[src/rtc_supmon_map.svh]
// Register indices, field positions, reset values and timing counts of the supply and oscillator monitor.
`ifndef RTC_SUPMON_MAP_SVH
`define RTC_SUPMON_MAP_SVH

// Register indices; the byte address is four times the index.
`define REG_SECONDS_IDX 8'h01
`define REG_WDOG_IDX 8'h09
`define REG_FLAGS_IDX 8'h0f
`define REG_CFG_IDX 8'h14
`define REG_IRQ_STAT_IDX 8'h15
`define REG_IRQ_MASK_IDX 8'h16

// Field positions.
`define SEC_STOP_BIT 7
`define WDOG_OSC_FAIL_IRQ_ENABLE_BIT 7
`define FLAG_WDOG_BIT 7
`define FLAG_ALARM_BIT 6
`define FLAG_BATLOW_BIT 4
`define FLAG_OSCFAIL_BIT 2
`define CFG_THS_BIT 0
`define CFG_PWRUP_LOAD_BIT 1
`define IRQ_OSC_BIT 0
`define IRQ_BAT_BIT 1
`define IRQ_DESEL_BIT 2

// Reset values.
`define SECONDS_RESET 8'h00
`define WDOG_RESET 8'h00
`define CFG_RESET 2'h0
`define IRQ_RESET 3'h0

// Timing.
`define CLK_HZ 100000000
`define CLK_PERIOD_NS 10
`define OSC_TAP_HZ 4096
`define OSC_MISS_PULSES 5
`define OSC_MISS_CYC (`OSC_MISS_PULSES * `CLK_HZ / `OSC_TAP_HZ)
`define BAT_SETTLE_NS 1000
`define BAT_SETTLE_CYC ((`BAT_SETTLE_NS + `CLK_PERIOD_NS - 1) / `CLK_PERIOD_NS)

`endif

[src/rtc_supmon_pkg.sv]
// Types shared by the supply and oscillator monitor.
package rtc_supmon_pkg;

  // Analog comparator and pin levels, synchronised as one group.
  typedef struct packed {
    logic below_262;
    logic below_288;
    logic bat_low;
    logic backup;
    logic tap;
  } pin_t;

  // One APB request as seen by the slave.
  typedef struct packed {
    logic sel;
    logic enable;
    logic write;
    logic [9:0] addr;
    logic [31:0] wdata;
  } apb_req_t;

  // Battery check sequence.
  typedef enum logic [1:0] {
    CHK_IDLE,
    CHK_SETTLE,
    CHK_SAMPLE
  } chk_state_t;

endpackage : rtc_supmon_pkg

[src/osc_fail_detect.sv]
// Missing-pulse detector on the synchronised oscillator divider tap.
`timescale 1ns/100ps
module osc_fail_detect #(
  parameter int MISS_CYCLES = 122070
) (
  // Clock and reset.
  input wire logic clk,
  input wire logic rst_n,
  // Tap edge and result.
  input wire logic tap_pulse,
  output logic missing
);

  localparam int W = $clog2(MISS_CYCLES + 1);
  localparam logic [W-1:0] LIMIT = W'(MISS_CYCLES);

  logic [W-1:0] cnt_reg;
  logic [W-1:0] cnt_next;
  logic missing_reg;
  logic missing_next;

  // The count saturates so that a dead oscillator keeps the result high without wrapping.
  always_comb begin
    if (tap_pulse) begin
      cnt_next = '0;
    end else if (cnt_reg == LIMIT) begin
      cnt_next = cnt_reg;
    end else begin
      cnt_next = cnt_reg + 1'b1;
    end
    missing_next = (cnt_next == LIMIT);
  end

  // State registers.
  always_ff @(posedge clk) begin
    if (!rst_n) begin
      cnt_reg <= '0;
      missing_reg <= 1'b0;
    end else begin
      cnt_reg <= cnt_next;
      missing_reg <= missing_next;
    end
  end

  assign missing = missing_reg;
endmodule : osc_fail_detect

[src/rtc_supply_and_osc_monitor.sv]
// Supply deselect, oscillator-fail and battery-low supervision with an APB register file.
`timescale 1ns/100ps

`include "rtc_supmon_map.svh"

// How it works
// - While supply is below the deselect level, bus accesses error and writes are dropped.
// - Threshold select bit picks the 2.62 V comparator at 0, 2.88 V at 1.
// - About five missing 4 kHz tap pulses set the oscillator-fail flag.
// - Oscillator-fail flag is set at first power-up and while the stop bit halts the oscillator.
// - Battery below the 2.5 V reference sets the battery-low flag when checked.
// - Battery is checked on power-up from backup and at midnight rollover on main supply.
// - The midnight check loads the battery node before comparing.
// - Power-up check is unloaded unless the variant load option is enabled.
// - Flags register holds watchdog, alarm, battery-low and oscillator-fail bits; others zero.
// - Watchdog register bit 7 is oscillator-fail interrupt enable; bits 6 to 0 watchdog fields.
// - Seconds register bit 7 stops the oscillator when set.
module rtc_supply_and_osc_monitor #(
  parameter bit HAS_THS = 1'b1,
  parameter bit PWRUP_LOAD_OPT = 1'b1,
  parameter int OSC_MISS_CYCLES = `OSC_MISS_CYC,
  parameter int SETTLE_CYCLES = `BAT_SETTLE_CYC
) (
  // Clock and reset.
  input wire logic CLK,
  input wire logic RST_N,
  // APB slave.
  input wire logic PSEL,
  input wire logic PENABLE,
  input wire logic PWRITE,
  input wire logic [9:0] PADDR,
  input wire logic [31:0] PWDATA,
  output logic [31:0] PRDATA,
  output logic PREADY,
  output logic PSLVERR,
  // Analog comparators and oscillator tap, asynchronous.
  input wire logic VCC_BELOW_262,
  input wire logic VCC_BELOW_288,
  input wire logic BAT_BELOW_REF,
  input wire logic ON_BACKUP,
  input wire logic OSC_TAP_4K,
  // Events from timekeeping logic on this clock.
  input wire logic MIDNIGHT_TICK,
  input wire logic WDOG_EXPIRED,
  input wire logic ALARM_MATCH,
  // Controls and status.
  output logic OSC_STOP,
  output logic [6:0] WDOG_CFG,
  output logic BAT_LOAD,
  output logic DESELECTED,
  output logic IRQ
);

  localparam int CW = $clog2(SETTLE_CYCLES + 1);
  localparam logic [CW-1:0] SETTLE_LAST = CW'(SETTLE_CYCLES - 1);

  // True when the byte address selects the given register index.
  function automatic logic reg_hit(input logic [9:0] addr, input logic [7:0] idx);
    reg_hit = (addr[9:2] == idx) && (addr[1:0] == 2'h0);
  endfunction : reg_hit

  rtc_supmon_pkg::apb_req_t req;
  rtc_supmon_pkg::pin_t pin_raw;
  rtc_supmon_pkg::pin_t pin_s1_reg, pin_s2_reg, pin_s3_reg, pin_f_reg;
  rtc_supmon_pkg::pin_t pin_f_next;
  rtc_supmon_pkg::chk_state_t chk_state_reg, chk_state_next;
  logic [CW-1:0] chk_cnt_reg, chk_cnt_next;
  logic chk_loaded_reg, chk_loaded_next;
  logic bat_load_reg, bat_load_next;
  logic tap_prev_reg, backup_prev_reg;
  logic [7:0] sec_reg, sec_next;
  logic [7:0] wdog_reg, wdog_next;
  logic of_reg, of_next, bl_reg, bl_next, wdf_reg, wdf_next, af_reg, af_next;
  logic [1:0] cfg_reg, cfg_next;
  logic [2:0] irq_stat_reg, irq_stat_next, irq_mask_reg, irq_mask_next;
  logic [31:0] prdata_reg, prdata_next;
  logic err_reg, err_next;
  logic desel_reg, desel_next;
  logic setup, access, wr_ok, rd_ok, mapped;
  logic tap_pulse, osc_missing, of_set, bl_set, trig_pwrup, trig_mid;
  logic [7:0] flags_rd, rd_mux;
  logic [2:0] irq_ev;

  assign req = '{sel: PSEL, enable: PENABLE, write: PWRITE, addr: PADDR, wdata: PWDATA};
  assign pin_raw = '{below_262: VCC_BELOW_262, below_288: VCC_BELOW_288, bat_low: BAT_BELOW_REF,
                     backup: ON_BACKUP, tap: OSC_TAP_4K};

  // A bit of the filtered group moves only once the second and third stages agree.
  always_comb begin
    pin_f_next = rtc_supmon_pkg::pin_t'((pin_s2_reg & ~(pin_s2_reg ^ pin_s3_reg))
                                        | (pin_f_reg & (pin_s2_reg ^ pin_s3_reg)));
  end

  // Synchroniser stages and edge history.
  always_ff @(posedge CLK) begin
    if (!RST_N) begin
      pin_s1_reg <= '0;
      pin_s2_reg <= '0;
      pin_s3_reg <= '0;
      pin_f_reg <= '0;
      tap_prev_reg <= 1'b0;
      backup_prev_reg <= 1'b0;
    end else begin
      pin_s1_reg <= pin_raw;
      pin_s2_reg <= pin_s1_reg;
      pin_s3_reg <= pin_s2_reg;
      pin_f_reg <= pin_f_next;
      tap_prev_reg <= pin_f_reg.tap;
      backup_prev_reg <= pin_f_reg.backup;
    end
  end

  assign tap_pulse = pin_f_reg.tap & ~tap_prev_reg;
  assign trig_pwrup = backup_prev_reg & ~pin_f_reg.backup;
  assign trig_mid = MIDNIGHT_TICK & ~pin_f_reg.backup;

  osc_fail_detect #(
    .MISS_CYCLES(OSC_MISS_CYCLES)
  ) u_osc_fail_detect (
    .clk(CLK),
    .rst_n(RST_N),
    .tap_pulse(tap_pulse),
    .missing(osc_missing)
  );

  // Battery check sequence; the settle time gives the loaded node time before sampling.
  always_comb begin
    chk_state_next = chk_state_reg;
    chk_cnt_next = chk_cnt_reg;
    chk_loaded_next = chk_loaded_reg;
    bl_set = 1'b0;
    case (chk_state_reg)
      rtc_supmon_pkg::CHK_IDLE: begin
        chk_cnt_next = '0;
        if (trig_pwrup) begin
          chk_loaded_next = cfg_reg[`CFG_PWRUP_LOAD_BIT];
          chk_state_next = cfg_reg[`CFG_PWRUP_LOAD_BIT] ? rtc_supmon_pkg::CHK_SETTLE : rtc_supmon_pkg::CHK_SAMPLE;
        end else if (trig_mid) begin
          chk_loaded_next = 1'b1;
          chk_state_next = rtc_supmon_pkg::CHK_SETTLE;
        end
      end
      rtc_supmon_pkg::CHK_SETTLE: begin
        chk_cnt_next = chk_cnt_reg + 1'b1;
        if (chk_cnt_reg == SETTLE_LAST) begin
          chk_state_next = rtc_supmon_pkg::CHK_SAMPLE;
        end
      end
      rtc_supmon_pkg::CHK_SAMPLE: begin
        bl_set = pin_f_reg.bat_low;
        chk_loaded_next = 1'b0;
        chk_state_next = rtc_supmon_pkg::CHK_IDLE;
      end
      default: begin
        chk_state_next = rtc_supmon_pkg::CHK_IDLE;
      end
    endcase
    bat_load_next = (chk_state_next == rtc_supmon_pkg::CHK_SETTLE)
                    || ((chk_state_next == rtc_supmon_pkg::CHK_SAMPLE) && chk_loaded_next);
  end

  // Battery check registers.
  always_ff @(posedge CLK) begin
    if (!RST_N) begin
      chk_state_reg <= rtc_supmon_pkg::CHK_IDLE;
      chk_cnt_reg <= '0;
      chk_loaded_reg <= 1'b0;
      bat_load_reg <= 1'b0;
    end else begin
      chk_state_reg <= chk_state_next;
      chk_cnt_reg <= chk_cnt_next;
      chk_loaded_reg <= chk_loaded_next;
      bat_load_reg <= bat_load_next;
    end
  end

  // Bus phases and decode; the read data is captured in the setup cycle so it leaves a flip-flop.
  assign setup = req.sel & ~req.enable;
  assign access = req.sel & req.enable;
  assign mapped = reg_hit(req.addr, `REG_SECONDS_IDX) | reg_hit(req.addr, `REG_WDOG_IDX)
                | reg_hit(req.addr, `REG_FLAGS_IDX) | reg_hit(req.addr, `REG_CFG_IDX)
                | reg_hit(req.addr, `REG_IRQ_STAT_IDX) | reg_hit(req.addr, `REG_IRQ_MASK_IDX);
  assign wr_ok = access & req.write & ~err_reg & ~desel_reg;
  assign rd_ok = access & ~req.write & ~err_reg;

  always_comb begin
    flags_rd = 8'h00;
    flags_rd[`FLAG_WDOG_BIT] = wdf_reg;
    flags_rd[`FLAG_ALARM_BIT] = af_reg;
    flags_rd[`FLAG_BATLOW_BIT] = bl_reg;
    flags_rd[`FLAG_OSCFAIL_BIT] = of_reg;
    rd_mux = 8'h00;
    if (reg_hit(req.addr, `REG_SECONDS_IDX)) rd_mux = sec_reg;
    if (reg_hit(req.addr, `REG_WDOG_IDX)) rd_mux = wdog_reg;
    if (reg_hit(req.addr, `REG_FLAGS_IDX)) rd_mux = flags_rd;
    if (reg_hit(req.addr, `REG_CFG_IDX)) rd_mux = {6'h00, cfg_reg};
    if (reg_hit(req.addr, `REG_IRQ_STAT_IDX)) rd_mux = {5'h00, irq_stat_reg};
    if (reg_hit(req.addr, `REG_IRQ_MASK_IDX)) rd_mux = {5'h00, irq_mask_reg};
  end

  // Register file next values; hardware sets beat a clearing write in the same cycle.
  always_comb begin
    err_next = err_reg;
    prdata_next = prdata_reg;
    if (setup) begin
      err_next = desel_reg | ~mapped;
      prdata_next = (desel_reg | ~mapped) ? 32'h0000_0000 : {24'h00_0000, rd_mux};
    end
    sec_next = sec_reg;
    wdog_next = wdog_reg;
    cfg_next = cfg_reg;
    irq_mask_next = irq_mask_reg;
    if (wr_ok && reg_hit(req.addr, `REG_SECONDS_IDX)) sec_next = req.wdata[7:0];
    if (wr_ok && reg_hit(req.addr, `REG_WDOG_IDX)) wdog_next = req.wdata[7:0];
    // Threshold and load options only exist on variants that have them.
    if (wr_ok && reg_hit(req.addr, `REG_CFG_IDX)) cfg_next = req.wdata[1:0] & {PWRUP_LOAD_OPT, HAS_THS};
    if (wr_ok && reg_hit(req.addr, `REG_IRQ_MASK_IDX)) irq_mask_next = req.wdata[2:0];
    of_set = osc_missing | sec_reg[`SEC_STOP_BIT];
    of_next = of_set | (of_reg & ~(wr_ok && reg_hit(req.addr, `REG_FLAGS_IDX) && !req.wdata[`FLAG_OSCFAIL_BIT]));
    bl_next = bl_set | (bl_reg & ~(wr_ok && reg_hit(req.addr, `REG_FLAGS_IDX) && !req.wdata[`FLAG_BATLOW_BIT]));
    wdf_next = WDOG_EXPIRED | (wdf_reg & ~(wr_ok && reg_hit(req.addr, `REG_FLAGS_IDX) && !req.wdata[`FLAG_WDOG_BIT]));
    af_next = ALARM_MATCH | (af_reg & ~(wr_ok && reg_hit(req.addr, `REG_FLAGS_IDX) && !req.wdata[`FLAG_ALARM_BIT]));
    desel_next = cfg_reg[`CFG_THS_BIT] ? pin_f_reg.below_288 : pin_f_reg.below_262;
    irq_ev = 3'h0;
    irq_ev[`IRQ_OSC_BIT] = of_next & ~of_reg & wdog_reg[`WDOG_OSC_FAIL_IRQ_ENABLE_BIT];
    irq_ev[`IRQ_BAT_BIT] = bl_next & ~bl_reg;
    irq_ev[`IRQ_DESEL_BIT] = desel_next & ~desel_reg;
    // A read of the status clears it, but an event in the same cycle survives.
    irq_stat_next = irq_ev | ((rd_ok && reg_hit(req.addr, `REG_IRQ_STAT_IDX)) ? 3'h0 : irq_stat_reg);
  end

  // Register file state.
  always_ff @(posedge CLK) begin
    if (!RST_N) begin
      err_reg <= 1'b0;
      prdata_reg <= 32'h0000_0000;
      sec_reg <= `SECONDS_RESET;
      wdog_reg <= `WDOG_RESET;
      cfg_reg <= `CFG_RESET;
      irq_mask_reg <= `IRQ_RESET;
      irq_stat_reg <= `IRQ_RESET;
      of_reg <= 1'b1;
      bl_reg <= 1'b0;
      wdf_reg <= 1'b0;
      af_reg <= 1'b0;
      desel_reg <= 1'b0;
    end else begin
      err_reg <= err_next;
      prdata_reg <= prdata_next;
      sec_reg <= sec_next;
      wdog_reg <= wdog_next;
      cfg_reg <= cfg_next;
      irq_mask_reg <= irq_mask_next;
      irq_stat_reg <= irq_stat_next;
      of_reg <= of_next;
      bl_reg <= bl_next;
      wdf_reg <= wdf_next;
      af_reg <= af_next;
      desel_reg <= desel_next;
    end
  end

  // Outputs.
  assign PREADY = access;
  assign PSLVERR = access & err_reg;
  assign PRDATA = prdata_reg;
  assign OSC_STOP = sec_reg[`SEC_STOP_BIT];
  assign WDOG_CFG = wdog_reg[6:0];
  assign BAT_LOAD = bat_load_reg;
  assign DESELECTED = desel_reg;
  assign IRQ = |(irq_stat_reg & irq_mask_reg);
endmodule : rtc_supply_and_osc_monitor

[config.mk]
export PLATFORM = sky130hd
export DESIGN_NAME = rtc_supply_and_osc_monitor
export DESIGN_NICKNAME = d
export VERILOG_FILES = /design/src/rtc_supmon_pkg.sv /design/src/osc_fail_detect.sv /design/src/rtc_supply_and_osc_monitor.sv
export VERILOG_INCLUDE_DIRS = /design/src
export SDC_FILE = /design/constraint.sdc
export NUM_CORES = 1
export LEC_CHECK = 0
export BUFFER_PORTS_ARGS = -buffer_cell sky130_fd_sc_hd__clkbuf_2
export CORE_MARGIN = 2
export CORE_UTILIZATION = 53
export CTS_BUF_LIST = sky130_fd_sc_hd__clkbuf_4 sky130_fd_sc_hd__clkbuf_8 sky130_fd_sc_hd__clkbuf_16
export DETAILED_ROUTE_END_ITERATION = 10
export PLACE_DENSITY_LB_ADDON = 0.08
export SYNTH_ARGS = -nofsm -noshare
export SYNTH_HDL_FRONTEND = slang
export SYNTH_SLANG_ARGS = --single-unit
[constraint.sdc]
create_clock -name CLK -period 2.2 [get_ports CLK]
set_input_delay 0.55 -clock CLK [delete_from_list [all_inputs] [get_ports CLK]]
set_output_delay 0.55 -clock CLK [all_outputs]
set_load 0.03 [all_outputs]
# Word-level counts from Yosys, hierarchy flattened
# Cells that the tools add are included.
[op_classes] bitwise=50 eq_ne=13 muxes=21 n_reduce_logical=26 add_sub_neg=2
[ops] cell="8-bit 2-to-1 mux" count=7
[ops] cell="17-bit == test, second input constant" count=2
[ops] cell="17-bit 2-to-1 mux" count=2
[ops] cell="8-bit by 5-bit == test with 1-bit output, second input constant" count=3
[ops] cell="1-bit bitwise AND" count=19
[ops] cell="17-bit by 1-bit adder with 17-bit output, second input constant" count=1
[ops] cell="1-bit logical AND" count=17
[ops] cell="8-bit by 4-bit == test with 1-bit output, second input constant" count=2
[ops] cell="7-bit case mux with 2 select lines" count=1
[ops] cell="1-bit NOT" count=13
[ops] cell="1-bit OR" count=11
[ops] cell="5-bit bitwise AND" count=2
[ops] cell="8-bit by 1-bit == test with 1-bit output, second input constant" count=1
[ops] cell="2-bit 2-to-1 mux" count=4
[ops] cell="7-bit by 1-bit adder with 7-bit output, second input constant" count=1
[ops] cell="7-bit == test, second input constant" count=1
[ops] cell="5-bit NOT" count=1
[ops] cell="5-bit OR" count=1
[ops] cell="5-bit bitwise XOR" count=1
[ops] cell="2-bit by 1-bit == test with 1-bit output, second input constant" count=2
[ops] cell="2-bit == test, second input constant" count=2
[ops] cell="1-bit logical NOT" count=4
[ops] cell="2-bit logical NOT" count=2
[ops] cell="1-bit 2-to-1 mux" count=4
[ops] cell="8 further kinds" count=8
[totals] ff_bits=113 input_bits=55 out_inout_bits=45

# Logic depth before layout (Yosys ltp)
[depth] depth_word=12 ltp_mapped=7

# Modules after synthesis
# Synthesis repeated with hierarchy kept, for this count alone.
[unflattened] hier_cells=474 area_unflattened_um2=4272.8
[modules_own_cells] mod="rtc_supply_and_osc_monitor" cells_per_inst=354 area_each_um2=3211.8 seq_area_each_um2=1421.4 n_inst=1
[modules_own_cells] mod="osc_fail_detect" cells_per_inst=120 area_each_um2=1061.0 seq_area_each_um2=360.3 n_inst=1

# Least setup slack after synthesis
# OpenSTA, ideal clock, no wires.
[synth_timing] path_kind="input port to flip-flop" from="in PADDR[3]" to="reg sec_reg[7]" arrival_ps=1928 setup_time_ps=116 path_stages=7 path_slack_ps=155 path_cell_list="clkbuf_1 -> nor4_1 -> nand3_1 -> nor3b_1 -> buf_2 -> mux2i_1 -> nor2b_1"
[synth_between] elab_chain_len=3
[synth_rtl] item="from (decl)" line="rtc_supply_and_osc_monitor.sv:31" text="input wire logic [9:0] PADDR,"
[synth_rtl] item="8-bit by 1-bit == test with 1-bit output" line="rtc_supply_and_osc_monitor.sv:59" text="reg_hit = (addr[9:2] == idx) && (addr[1:0] == 2'h0);"
[synth_rtl] item="1-bit logical AND" line="rtc_supply_and_osc_monitor.sv:59"
[synth_rtl] item="1-bit logical AND" line="rtc_supply_and_osc_monitor.sv:213" text="if (wr_ok && reg_hit(req.addr, `REG_SECONDS_IDX)) sec_next = req.wdata[7:0];"
[synth_rtl] item="to (signal assigned)" line="rtc_supply_and_osc_monitor.sv:237" text="sec_reg <= `SECONDS_RESET;"
[synth_rtl] item="to (signal assigned)" line="rtc_supply_and_osc_monitor.sv:250" text="sec_reg <= sec_next;"
[synth_rtl] item="to (decl)" line="rtc_supply_and_osc_monitor.sv:71" text="logic [7:0] sec_reg, sec_next;"
# No other way between the ends.
# A chain may end at the register's enable or synchronous reset.

# Final worst setup path
[layout_timing] from="reg u_osc_fail_detect.cnt_reg[2]" to="reg u_osc_fail_detect.missing_reg, in the netlist u_osc_fail_detect.missing"
[layout_between] elab_chain_len=4 word_cells_on_any_way=5 classes_between="add/sub (1); eq/ne (2); mux (2)"
[layout_rtl] item="from (decl)" line="osc_fail_detect.sv:17" text="logic [W-1:0] cnt_reg;"
[layout_rtl] item="from (signal assigned)" line="osc_fail_detect.sv:40" text="cnt_reg <= cnt_next;"
[layout_rtl] item="17-bit by 1-bit adder with 17-bit output / 17-bit == test (equally long branches)" line="osc_fail_detect.sv:29, osc_fail_detect.sv:26"
[layout_rtl] item="17-bit 2-to-1 mux *" line="osc_fail_detect.sv:26" text="end else if (cnt_reg == LIMIT) begin"
[layout_rtl] item="17-bit 2-to-1 mux *" line="osc_fail_detect.sv:24" text="if (tap_pulse) begin"
[layout_rtl] item="17-bit == test *" line="osc_fail_detect.sv:31" text="missing_next = (cnt_next == LIMIT);"
[layout_rtl] item="to (signal assigned)" line="osc_fail_detect.sv:41" text="missing_reg <= missing_next;"
[layout_rtl] item="to (decl)" line="osc_fail_detect.sv:19" text="logic missing_reg;"
# Every way passes the cells marked *; elsewhere a longest branch is shown, timed or not.

==> key figures <==
Status
  – Outcome: completed

Place
  – I/O Buffers: between 50 and 60
  – GP Congestion: 0.878
  – Pre-CTS setup slack: between 0.15 and 0.2 ns
  – Final HPWL DP: 5.89 mm
  – Placed Area: between 4000 and 5000 um2

Detailed routing
  – DRC: 0
  – Via density: 5.20
  – Detailed Route WL: slightly above 8 mm
  – Antenna violation net count after detailed routing: 0
  – Initial DRC Count: 135
  – Vias: approximately 3.2k
  – DR WL/cell: around 13 um
  – First-pass DRT Iterations: 4

CTS
  – Max clock buf depth: 2
  – Clock transition at the registers of the reported paths: around 0.090 ns
  – Root Driver: clkbuf_8
  – Setup Buffers After CTS: 0
  – CTS resizes: 0
  – Inserted Clock Buffers: 9
  – CTS tree: built
  – Depth of the CTS H-tree: 3
  – Clk_lat worst skew: ~0.36 ns
  – Sink Count: about 90
  – Cts hold-fix bufs: 0

Timing
  – Final hold violation count: 0
  – Clk_skew: between 0.008 and 0.009 ns
  – Worst-Margin Slew: between 0.5 and 0.6 ns
  – TNS Setup: 0 ns
  – RSZ-0062 raised after global routing: no
  – Slew margin rel.: 0.625
  – Final count of pins violating max slew: 0
  – Final setup viols: 0
  – Fin worst setup slack: between 0.1 and 0.15 ns
  – Period utilization: 0.937
  – FMAX: 485 MHz
  – Minimum clock period after layout: a little over 2 ns

Critical path
  – Delay of the slowest cell on the worst path: ~0.49 ns
  – Arr. time, crit path: approximately 2.4 ns
  – Most used cell along the critical path: nand3_1
  – Critical R2R Launch: u_osc_fail_detect.cnt_reg[2]
  – Req. time, crit path: approximately 2.5 ns
  – Critical Path End Type: flop
  – Crit start category: flop
  – FF-to-FF End: u_osc_fail_detect.missing
  – Worst-case reg-to-reg path depth: 5
  – Critical path, cell by cell: nand3_1 -> nor3_1 -> nand3_1 -> a2111oi_0 -> and4_1
  – Critical path class: flop to flop
  – Flop-to-flop setup slack: around 0.14 ns
  – Critical-path top delay cell: a2111oi_0
  – CP max FO: 7

Cells and area
  – Max FFs per register: 17
  – Fin nets: ~570
  – Fillers: between 700 and 800
  – Register area: roughly 1800 um2
  – Fraction of layout cells with a size suffix above 1: 0.183
  – Final Instance Area: 4650 um2
  – Core Util, Final: 0.608
  – Multi-input logic area: 2100 um2
  – Antenna fix cells: 0
  – Area growth from synthesis to layout: 12.2%

Pwr
  – Internal Power: 2370 uW
  – Maximum vdd drop: 0.388 mV
  – Final Power: around 3200 uW
  – Sequential share of power: 0.524
  – Gate power share: 0.072
  – Switching Share: 0.249
  – PD cells: between 600 and 700 nW/um2
  – Clock share of power: 0.404
  – LEAKAGE: between 0.0015 and 0.002 uW
  – P_sw: just under 800 uW

Yosys
  – Avg Cell Area, Syn: about 9.1 um2
  – Seq cells post-synth: approximately 90
  – Simple-gate area share of the yosys netlist: 0.259
  – Synth Cell Area: slightly above 4000 um2
  – Count of different cell masters after synthesis: 52
  – Gate Count Post-Synth: around 460
  – EDFF count, synth: 0
  – Xor and xnor area share after synthesis: 0.0380
  – Syn. warnings: 0
  – Ys flop type: dfxtp_1
  – Register area share after synthesis: 0.430
  – Largest family of logic cells by synthesized area: simple AND/OR/NAND/NOR gates
  – Multiplexer area fraction after synthesis: 0.0836
  – Async SR Flop Fraction: 0
  – Synth Area in Compound Gates: 0.0954
  – Adder-cell area share of the yosys netlist: 0.00905

Hold path
  – HP Class: primary input to flop
  – Worst hold path startpoint: ON_BACKUP
  – WHS Path Cells: 2
  – Hold Path Sink: pin_s1_reg[1]

Floorplanning
  – Die Ht: 92.5 um
  – Core Region: around 7600 um2
  – Row count: 32
  – I/O Pins: 100
  – Die W: approximately 92 um
  – Starting Density: 0.542
  – DIE AREA: between 8000 and 9000 um2

Global route
  – Number of global-route vias before repair: about 3.0k
  – Largest net degree at the start of global routing: 25
  – First-pass GRT wire length: about 13 mm
  – Total GRT Usage: 0.198
  – Number of antenna violations at the first check in global routing: 0
  – Global route overflow: 0

Run
  – Max cap viols: 0
-- worst max path at each step --
stage	startpoint	to	slack (ns)
after floorplan	PADDR[3]	sec_reg[7]	0.16
after global placement	PADDR[3]	sec_reg[5]	0.17
after detailed placement	PADDR[3]	sec_reg[5]	0.17
after CTS	u_osc_fail_detect.cnt_reg[2]	u_osc_fail_detect.missing	0.20
after global routing	u_osc_fail_detect.cnt_reg[1]	u_osc_fail_detect.missing	0.01
final	u_osc_fail_detect.cnt_reg[2]	u_osc_fail_detect.missing	0.14
-- cell families (layout without fill, tap and decap cells) --
family                     count (synthesis)  in the layout
and+or+nand+nor                          189            189
DFF                                       89             89
AOI/OAI and AO/OA                         63             63
buffers and inverters                     59             94
muxes                                     34             34
xor gates and xnor gates                  18             18
adders and majority gates                  3              3
other                                      1             24
-- cell usage after synthesis, drive strengths merged, types with 10 or more instances --
cell type   n  share of area
dfxtp      89           0.43
nor2b      35          0.053
buf        34          0.059
mux2i      29          0.070
nand2      27          0.024
nor2       25          0.023
and2       22          0.033
o21ai      22          0.027
nand3      20          0.025
clkbuf     14          0.015
xnor2      12          0.025
a21boi     11          0.020
inv        11          0.010
a21oi      10          0.012
nor3       10          0.012
nor4       10          0.019
-- layout make-up --
type | count | area share
sequential | 89 | 0.383
tap | 102 | 0.0274
clock buffer | 9 | 0.0266
multi-input combinational | 331 | 0.452
timing repair buffer | 67 | 0.0807
inverter | 11 | 0.00887
clock inverter | 7 | 0.0218
-- metrics by stage --
stage               hold slack, ns  std cells
floorplan                    0.412        479
global placement             0.415        600
detailed placement           0.419        600
CTS                          0.386        616
global route                 0.390        616
finish                       0.399        616
-- power groups by stage --
stage	sequential, uW	clock (uW)	combinational [uW]
after detailed placement	1690	0	226
after global routing	1660	1360	251
after floorplan	1690	0	188
after global placement	1690	0	224
final	1650	1270	228
after CTS	1650	1300	227
-- per-layer routing --
layer,global-route usage,up-vias,share of wire
met4,0.0871,0,0.020
met2,0.319,85,0.46
met5,0,-,0
met3,0.0309,16,0.044
met1,0.262,1482,0.48
li1,-,1623,-
-- worst max-delay path: cells and delay by family, from the launching register on --
family             cells  cell delay [ns]
AOI/OAI and AO/OA      1             0.49
and+or+nand+nor        4             1.07
DFF                    1             0.44
-- cells in the final DEF (no fill, tap or decap), types with 2 or more instances in the layout --
cell type / instances
mux2i_1: 29
nand3_1: 19
a21boi_0: 11
bufinv_16: 2
or3_2: 2
nor3b_1: 5
mux2_2: 4
o22ai_1: 5
and4_1: 2
nor2b_1: 35
o21ai_0: 22
nor4_1: 9
nand4_1: 5
a22oi_1: 3
nand2_1: 27
inv_6: 2
clkbuf_8: 9
and3_1: 7
inv_1: 11
nor2_1: 25
nand4b_1: 2
a31oi_1: 2
o21a_1: 2
a21oi_1: 10
or3_1: 4
dfxtp_1: 89
conb_1: 24
and2_1: 21
buf_4: 16
nor3_1: 10
ha_1: 3
xor2_1: 6
clkbuf_2: 51
nand2b_1: 8
xnor2_1: 12
No activity file was read; power rests on OpenSTA's default activity.
